**src/rtl/burst_wr_cfg.svh**
```systemverilog
// Purpose: constants for the 64-bit master burst write data phases
// Assumes: included by bare name
// Notes: status and end codes are local encodings
`ifndef BURST_WR_CFG_SVH
`define BURST_WR_CFG_SVH

`define SYNC_STAGES   2
`define SYNC_IDLE     1'b1
`define FIFO_DEPTH    2
`define CNT_WIDTH     8
`define ST_IDLE       4'h0
`define ST_DATA       4'h1
`define ST_BUS_TERM   4'h2
`define END_NONE      2'h0
`define END_NORMAL    2'h1

`endif

```
**src/rtl/burst_wr_pkg.sv**
```systemverilog
// Purpose: types for the burst write data-phase sequencer
// Assumes: nothing
// Notes: phase enum only
package burst_wr_pkg;
   typedef enum logic [1:0] {PH_IDLE, PH_DATA, PH_TURN} phase_t;
endpackage

```
**src/rtl/burst_wr_phase.sv**
```systemverilog
// Purpose: data phases of a 64-bit master burst write, local QWORDs to AD
// Assumes: address phase done elsewhere; start pulses once the address phase ends
// Notes: target pins pass two flops; a two-entry buffer absorbs local stalls
`timescale 1ns/10ps
`include "burst_wr_cfg.svh"

// Contract
// with target claimed and local ready, pulse both half-taken strobes together
// strobes stay high while no QWORD is taken
// local master holds ready, data and enables until a strobe takes them
// FRAME# asserted while more data phases remain
// a data phase completes when IRDY# and TRDY# are both asserted
// remaining count drops by one the clock after each completed phase
// after a completed phase the next buffered QWORD and enables go on AD, C/BE#
// IRDY# stays asserted for the next phase while data is available
// on the final phase FRAME#, REQ64# and both strobes deassert
// turnaround releases FRAME#, REQ64#, AD, C/BE# and deasserts IRDY#
// turnaround forces the remaining count to zero
// last phase completed means bus-termination status with normal end kind
// target deasserts DEVSEL#, ACK64#, TRDY# in the turnaround clock
// data phases run only while ACK64# is asserted, both lanes each phase
module burst_wr_phase
   import burst_wr_pkg::*;
#(
   parameter int CW = `CNT_WIDTH
) (
   // clock and reset
   input  wire logic          mclk,
   input  wire logic          rst_n,
   // burst start from the address-phase logic
   input  wire logic          start,
   input  wire logic [CW-1:0] burst_len,
   // local master
   input  wire logic          local_source_ready_n,
   input  wire logic [63:0]   local_data_in,
   input  wire logic [7:0]    local_byte_enables_in,
   output      logic          local_low_half_taken_n,
   output      logic          local_high_half_taken_n,
   output      logic [CW-1:0] remaining_burst_count,
   output      logic [3:0]    local_master_state_code,
   output      logic [1:0]    local_master_end_kind,
   // bus pins driven by this end
   output      logic          frame_n_o,
   output      logic          frame_oe,
   output      logic          req64_n_o,
   output      logic          req64_oe,
   output      logic          irdy_n_o,
   output      logic          irdy_oe,
   output      logic [63:0]   ad_o,
   output      logic          ad_oe,
   output      logic [7:0]    cbe_n_o,
   output      logic          cbe_oe,
   // bus pins from the target
   input  wire logic          trdy_n_i,
   input  wire logic          devsel_n_i,
   input  wire logic          ack64_n_i
);
   initial begin
      if (CW < 2) $error("burst_wr_phase: CW must be at least 2");
   end

   localparam logic [CW-1:0] ONE = CW'(1);

   phase_t        st_r;
   phase_t        st_nxt;
   logic [CW-1:0] count_r;
   logic [CW-1:0] count_nxt;
   logic [CW-1:0] fetch_r;
   logic [63:0]   ad_r;
   logic [7:0]    cbe_r;
   logic          ad_vld_r;
   logic          ad_vld_nxt;
   logic          irdy_r;
   logic          irdy_nxt;
   logic          frame_r;
   logic          frame_nxt;
   logic [3:0]    status_r;
   logic [1:0]    end_r;

   logic [2:0]    pins_s;
   logic          fill_rdy;
   logic          drain_vld;
   logic [71:0]   drain_data;

   pin_sync #(
      .W   (3),
      .RST (`SYNC_IDLE)
   ) u_sync (
      .mclk  (mclk),
      .rst_n (rst_n),
      .d     ({trdy_n_i, devsel_n_i, ack64_n_i}),
      .q     (pins_s)
   );

   wire trdy_s_n   = pins_s[2];
   wire devsel_s_n = pins_s[1];
   wire ack64_s_n  = pins_s[0];

   wire in_data    = st_r == PH_DATA;
   wire in_turn    = st_r == PH_TURN;
   wire go         = (st_r == PH_IDLE) && start && (burst_len != '0);
   // a 64-bit claim needs DEVSEL# and ACK64#
   wire claimed    = !devsel_s_n && !ack64_s_n;
   // phase completes with both ready signals asserted
   wire done       = irdy_r && !trdy_s_n;
   wire last       = count_r == ONE;
   wire last_done  = done && last;

   // take a QWORD only once claimed and the local side is ready
   wire fill_vld   = in_data && claimed && (fetch_r != '0) && !local_source_ready_n;
   wire fill       = fill_vld && fill_rdy;
   // refill the AD register when empty or on a completed phase
   wire drain_rdy  = in_data && (!ad_vld_r || done) && !last_done;
   wire pop        = drain_vld && drain_rdy;

   qword_fifo #(
      .W     (72),
      .DEPTH (`FIFO_DEPTH)
   ) u_buf (
      .mclk     (mclk),
      .rst_n    (rst_n),
      .in_vld   (fill_vld),
      .in_rdy   (fill_rdy),
      .in_data  ({local_byte_enables_in, local_data_in}),
      .out_vld  (drain_vld),
      .out_rdy  (drain_rdy),
      .out_data (drain_data)
   );

   // both half strobes pulse together on a take
   // high whenever nothing is taken
   assign local_low_half_taken_n  = !fill;
   assign local_high_half_taken_n = !fill;

   // count drops the clock after a completed phase
   // turnaround forces zero
   assign count_nxt  = go      ? burst_len :
                       in_turn ? '0 :
                       done    ? count_r - ONE : count_r;

   assign ad_vld_nxt = pop ? 1'b1 : (done ? 1'b0 : ad_vld_r);

   // IRDY# stays on while data is held and the claim stands
   // no phase without ACK64#
   assign irdy_nxt   = in_data && !last_done && ad_vld_nxt && claimed;

   // FRAME# held while phases remain
   // dropped with IRDY# on the final phase
   assign frame_nxt  = go || (in_data && !last_done && !((count_nxt == ONE) && irdy_nxt));

   always_comb begin
      st_nxt = st_r;
      unique case (st_r)
         PH_IDLE: if (go) st_nxt = PH_DATA;
         PH_DATA: if (last_done) st_nxt = PH_TURN;
         PH_TURN: st_nxt = PH_IDLE;
      endcase
   end

   always_ff @(posedge mclk or negedge rst_n) begin
      if (!rst_n) begin
         st_r     <= PH_IDLE;
         count_r  <= '0;
         ad_vld_r <= 1'b0;
         irdy_r   <= 1'b0;
         frame_r  <= 1'b0;
      end else begin
         st_r     <= st_nxt;
         count_r  <= count_nxt;
         ad_vld_r <= ad_vld_nxt;
         irdy_r   <= irdy_nxt;
         frame_r  <= frame_nxt;
      end
   end

   always_ff @(posedge mclk or negedge rst_n) begin
      if (!rst_n) begin
         fetch_r <= '0;
      end else if (go) begin
         fetch_r <= burst_len;
      end else if (fill) begin
         fetch_r <= fetch_r - ONE;
      end
   end

   // next buffered QWORD and its byte enables onto the bus
   always_ff @(posedge mclk or negedge rst_n) begin
      if (!rst_n) begin
         ad_r  <= '0;
         cbe_r <= 8'hFF;
      end else if (pop) begin
         ad_r  <= drain_data[63:0];
         cbe_r <= drain_data[71:64];
      end
   end

   // completed last phase reports bus termination, normal end
   always_ff @(posedge mclk or negedge rst_n) begin
      if (!rst_n) begin
         status_r <= `ST_IDLE;
         end_r    <= `END_NONE;
      end else if (go) begin
         status_r <= `ST_DATA;
         end_r    <= `END_NONE;
      end else if (last_done) begin
         status_r <= `ST_BUS_TERM;
         end_r    <= `END_NORMAL;
      end
   end

   assign remaining_burst_count   = count_r;
   assign local_master_state_code = status_r;
   assign local_master_end_kind   = end_r;

   // turnaround releases all but IRDY#, which is driven high once
   assign frame_n_o = !frame_r;
   assign frame_oe  = in_data;
   assign req64_n_o = !frame_r;
   assign req64_oe  = in_data;
   assign irdy_n_o  = !irdy_r;
   assign irdy_oe   = in_data || in_turn;
   assign ad_o      = ad_r;
   assign ad_oe     = in_data;
   assign cbe_n_o   = cbe_r;
   assign cbe_oe    = in_data;
endmodule

```
**src/rtl/pin_sync.sv**
```systemverilog
// Purpose: two-flop synchroniser for bus pins
// Assumes: one bit per pin, idle level given by RST
// Notes: only the second stage is visible
`timescale 1ns/10ps
`include "burst_wr_cfg.svh"
module pin_sync #(
   parameter int         W   = 1,
   parameter logic       RST = `SYNC_IDLE
) (
   // clock and reset
   input  wire logic         mclk,
   input  wire logic         rst_n,
   // pins in, synchronised out
   input  wire logic [W-1:0] d,
   output      logic [W-1:0] q
);
   initial begin
      if (W < 1) $error("pin_sync: W must be at least 1");
   end

   genvar i;
   generate
      for (i = 0; i < W; i++) begin : g_bit
         logic meta_r;
         logic hold_r;
         always_ff @(posedge mclk or negedge rst_n) begin
            if (!rst_n) begin
               meta_r <= RST;
               hold_r <= RST;
            end else begin
               meta_r <= d[i];
               hold_r <= meta_r;
            end
         end
         assign q[i] = hold_r;
      end
   endgenerate
endmodule

```
**src/rtl/qword_fifo.sv**
```systemverilog
// Purpose: small FIFO between the local master and the AD drivers
// Assumes: DEPTH a power of two
// Notes: full and empty are exact
`timescale 1ns/10ps
`include "burst_wr_cfg.svh"
module qword_fifo #(
   parameter int W     = 72,
   parameter int DEPTH = `FIFO_DEPTH
) (
   // clock and reset
   input  wire logic         mclk,
   input  wire logic         rst_n,
   // fill side
   input  wire logic         in_vld,
   output      logic         in_rdy,
   input  wire logic [W-1:0] in_data,
   // drain side
   output      logic         out_vld,
   input  wire logic         out_rdy,
   output      logic [W-1:0] out_data
);
   localparam int AW = $clog2(DEPTH);

   initial begin
      if (DEPTH < 2 || (1 << AW) != DEPTH) $error("qword_fifo: DEPTH must be a power of two, at least 2");
   end

   logic [W-1:0] mem [DEPTH];
   logic [AW:0]  wr_r;
   logic [AW:0]  rd_r;

   wire          push = in_vld && in_rdy;
   wire          pop  = out_vld && out_rdy;
   wire          full = (wr_r[AW] != rd_r[AW]) && (wr_r[AW-1:0] == rd_r[AW-1:0]);

   assign in_rdy   = !full;
   assign out_vld  = wr_r != rd_r;
   assign out_data = mem[rd_r[AW-1:0]];

   always_ff @(posedge mclk) begin
      if (push) mem[wr_r[AW-1:0]] <= in_data;
   end

   always_ff @(posedge mclk or negedge rst_n) begin
      if (!rst_n) begin
         wr_r <= '0;
         rd_r <= '0;
      end else begin
         if (push) wr_r <= wr_r + 1'b1;
         if (pop)  rd_r <= rd_r + 1'b1;
      end
   end
endmodule

```
**config.mk**
```make
export PLATFORM = sky130hd
export DESIGN_NAME = burst_wr_phase
export DESIGN_NICKNAME = d
export VERILOG_FILES = /design/src/rtl/burst_wr_pkg.sv /design/src/rtl/burst_wr_phase.sv /design/src/rtl/pin_sync.sv /design/src/rtl/qword_fifo.sv
export VERILOG_INCLUDE_DIRS = /design/src /design/src/rtl
export SDC_FILE = /design/constraint.sdc
export NUM_CORES = 1
export LEC_CHECK = 0
export BUFFER_PORTS_ARGS = -buffer_cell sky130_fd_sc_hd__buf_4
export CAP_MARGIN = 5
export CORE_AREA = 2 2 148 150
export CTS_CLUSTER_DIAMETER = 150
export CTS_CLUSTER_SIZE = 8
export DETAILED_ROUTE_END_ITERATION = 10
export DIE_AREA = 0 0 150 152
export PLACE_DENSITY = 0.66
export RECOVER_POWER = 100
export SLEW_MARGIN = 20
export SYNTH_ARGS = -nofsm -noshare
export SYNTH_HDL_FRONTEND = slang
export SYNTH_SLANG_ARGS = --single-unit
```
**constraint.sdc**
```tcl
create_clock -name mclk -period 14.3 [get_ports mclk]
set_clock_uncertainty 0.2 [all_clocks]
set_input_delay 0.715 -clock mclk [delete_from_list [all_inputs] [get_ports mclk]]
set_output_delay 0.715 -clock mclk [all_outputs]
set_load 0.005 [all_outputs]
```
==> flow_metrics.env <==
export IMPL_dp_hpwl_um=12330
export IMPL_grt_pass1_wl_um=31500
export IMPL_final_common_cell="edfxtp_1"
export IMPL_yosysSeqAreaShare=0.7402
export IMPL_rsz0062_at_grt="false"
export IMPL_holdBufCountCts=0
export IMPL_placed_cell_area_um2=10970
export IMPL_reg2reg_depth=6
export IMPL_stdcell_area_um2=11810
export IMPL_worst_setup_path_type="flip-flop to flip-flop"
export IMPL_powerDensity_nw_per_um2=132.4
export IMPL_end_kind="flip-flop"
export IMPL_min_period_over_period=0.4755
export IMPL_grt_max_degree=101
export IMPL_slowest_stage="clkbuf_1"
export IMPL_cts_sinks=249
export IMPL_root_buffer="clkbuf_16"
export IMPL_dieHeight_um=152
export IMPL_drive_above_1_share=0.2226
export IMPL_relSlewSlack=-1.839
export IMPL_fin_setup_tns_ns=0
export IMPL_hold_viol=0
export IMPL_worst_slew_pin_slew_ns=4.259
export IMPL_post_cts_setup_buffers=0
export IMPL_worst_r2r_endpoint="u_buf.rd_r[1]"
export IMPL_min_path_cells=1
export IMPL_crit_chain="xnor2_1, a21boi_0, and3b_1, clkbuf_1, nand2_1, xnor2_1"
export IMPL_layout_nets=916
export IMPL_post_drt_wl_per_cell_um=17.34
export IMPL_core_area_um2=21350
export IMPL_post_cts_resized=0
export IMPL_syn2layout_area_growth_pct=25.45
export IMPL_die_area_um2=22800
export IMPL_hold_class="primary input to flip-flop"
export IMPL_viasPerCell=5.048
export IMPL_outcome="finished with violations"
export IMPL_drt_wl_total_um=19580
export IMPL_grt_total_usage=0.1750
export IMPL_numCtsBuffers=37
export IMPL_rr_startpoint="u_buf.rd_r[0]"
export IMPL_synth_seq_cells=249
export IMPL_grt_overflow_total=0
export IMPL_fin_ws_ns=7.501
export IMPL_drc=0
export IMPL_synthesis_area_um2=9415
export IMPL_critical_path_max_fanout=100
export IMPL_antenna_found_initial=1
export IMPL_synthFlopType="edfxtp_1"
export IMPL_drt_pass1_iterations=4
export IMPL_synth_top_area_frac=0.4593
export IMPL_gp_congestion=0.8621
export IMPL_min_delay_start="devsel_n_i"
export IMPL_synthTopCellsByArea="edfxtp_1 46%, dfrtp_1 24%, mux2i_1 7.8%"
export IMPL_synth_edf_count=144
export IMPL_cts_buffer_depth=3
export IMPL_hold_end="u_sync.g_bit[1].meta_r"
export IMPL_min_period_ns=6.799
export IMPL_avgSynthCellArea_um2=14.87
export IMPL_rows=54
export IMPL_finalMaxSlewViolations=459
export IMPL_violations="capacitance limit, slew limit"
export IMPL_dp_slack_ns=11.04
export IMPL_h_tree_depth=2
export IMPL_die_x_um=150
export IMPL_num_antenna_cells=0
export IMPL_clkTransAtPathRegs_ns=0.05
export IMPL_timing_critical_path_mode_cell="xnor2_1"
export IMPL_vias=5699
export IMPL_power_leakage_uw=0.004586
export IMPL_syn_inst=633
export IMPL_tritoncts="built"
export IMPL_cp_arrival_ns=6.97
export IMPL_start_kind="flip-flop"
export IMPL_clock_fmax_ghz=0.1471
export IMPL_portBuffers=179
export IMPL_yosysTopAreaCell="edfxtp_1"
export IMPL_ir_drop_uv=121.9
export IMPL_finalSetupViolCount=0
export IMPL_worstPathRequired_ns=14.47
export IMPL_ys_warn_count=0
export IMPL_async_flop_share=0.4217
export IMPL_grt_pass1_vias=6060
export IMPL_io_pin_count=183
export IMPL_insertion_delay_ns=0.50
export IMPL_synth_distinct_cells=45
export IMPL_final_antenna_net_count=0
export IMPL_first_iter_violations=301
export IMPL_r2r_slack_ns=7.50
export IMPL_drv_cap=8
export IMPL_layout_common_cells="144 x edfxtp_1, 120 x clkbuf_4, 91 x dfrtp_1"
export IMPL_start_util=0.4410
export IMPL_cpPeakStageDelay_ns=2.99
[how the worst max path moves through the flow]
stage / from / end / slack (ns) / depth (start not counted)
final: u_buf.rd_r[0] / u_buf.rd_r[1] / 7.50 / 6
after global routing: u_buf.rd_r[0] / u_buf.rd_r[1] / 6.65 / 6
after floorplan: st_r[1] / u_buf.mem[0][0] / 9.25 / 6
after detailed placement: u_buf.rd_r[0] / u_buf.rd_r[1] / 11.04 / 6
after global placement: u_buf.rd_r[0] / u_buf.rd_r[1] / 11.09 / 6
after CTS: fetch_r[5] / local_low_half_taken_n / 10.96 / 5
[flip-flops by register name (all words and copies together) (netlist names)]
name and count:
u_buf.mem 144, remaining_burst_count 8, frame_r 1, fetch_r 8, cbe_n_o 8, ad_vld_r 1
ad_o 64, irdy_r 1, u_buf.rd_r 2, u_sync.g_bit.hold_r 3, st_r 2, u_sync.g_bit.meta_r 3
u_buf.wr_r 2, local_master_state_code 2
[final cells by class]
class | count | area, um^2
clock inverters | 3 | 26.28
fillers | 1785 | 9539
inverters | 12 | 45.04
repair buffers | 184 | 1194
flip-flops and latches | 249 | 6969
well taps | 280 | 350.3
clock buffers | 63 | 1023
multi-input cells | 338 | 2203
[where the power goes]
part           switching (uW)  internal, uW
logic                    13.1          11.7
clock network             291           483
registers               0.472           765
total                     304          1260
[routing by layer]
layer | up-vias | routed length [um] | share of wire | global-route usage
met5 | - | 13 | 0.00066 | 0
met4 | 2 | 424 | 0.022 | 0.05436
met1 | 2792 | 7968 | 0.41 | 0.2202
li1 | 2663 | - | - | -
met2 | 198 | 9445 | 0.48 | 0.2818
met3 | 44 | 1728 | 0.088 | 0.06577
[through the flow]
step | std cells | power (uW) | util | hold slack, ns
global route | 1129 | 1620 | 0.5532 | 0.1157
detailed placement | 1062 | 807.0 | 0.5139 | 0.1493
CTS | 1128 | 1588 | 0.5631 | 0.05200
floorplan | 635 | 779.3 | - | 0.1452
global placement | 1062 | 805.5 | 0.5139 | 0.1478
finish | 1129 | 1564 | 0.5532 | 0.1345
[cell usage after synthesis, types with 2 or more instances]
library cell	n
nand3b_1	2
nor4b_4	2
a21oi_1	78
buf_2	17
clkbuf_1	8
a31oi_1	2
o31ai_1	4
nor3_1	6
dfrtp_1	91
xnor2_1	12
buf_4	9
and4bb_2	2
ha_1	7
mux2i_1	73
nor4_1	2
nor2_1	81
edfxtp_1	144
nand2_1	13
nand4b_1	2
buf_1	2
xor2_1	9
inv_1	12
and2_1	2
nor3b_1	3
a21o_1	2
o21ai_0	11
nor4b_1	2
o21ai_1	3
dfstp_2	14
nor2b_1	3
[worst max-delay path, delay by kind of cell (launching register included)]
kind | cells | cell delay, ns
buffers and inverters | 1 | 2.99
and+or+nand+nor | 2 | 1.51
DFF | 1 | 1.29
xor gates and xnor gates | 2 | 0.36
AOI/OAI and AO/OA | 1 | 0.26
[cell families (layout without fill, tap and decap cells)]
logic type               after synthesis  in the layout  synth area share
AO/OA/AOI/OAI                        107            107           0.06179
flip-flops                           249            249            0.7402
adder cells (fa/ha/maj)                7              7          0.009302
buffers and inverters                 48            262           0.02498
AND/OR/NAND/NOR                      127            127           0.06618
XOR/XNOR                              21             21           0.01954
other                                  1              3         0.0003983
multiplexers                          73             73           0.07761
(Power assumes the default switching activity.)
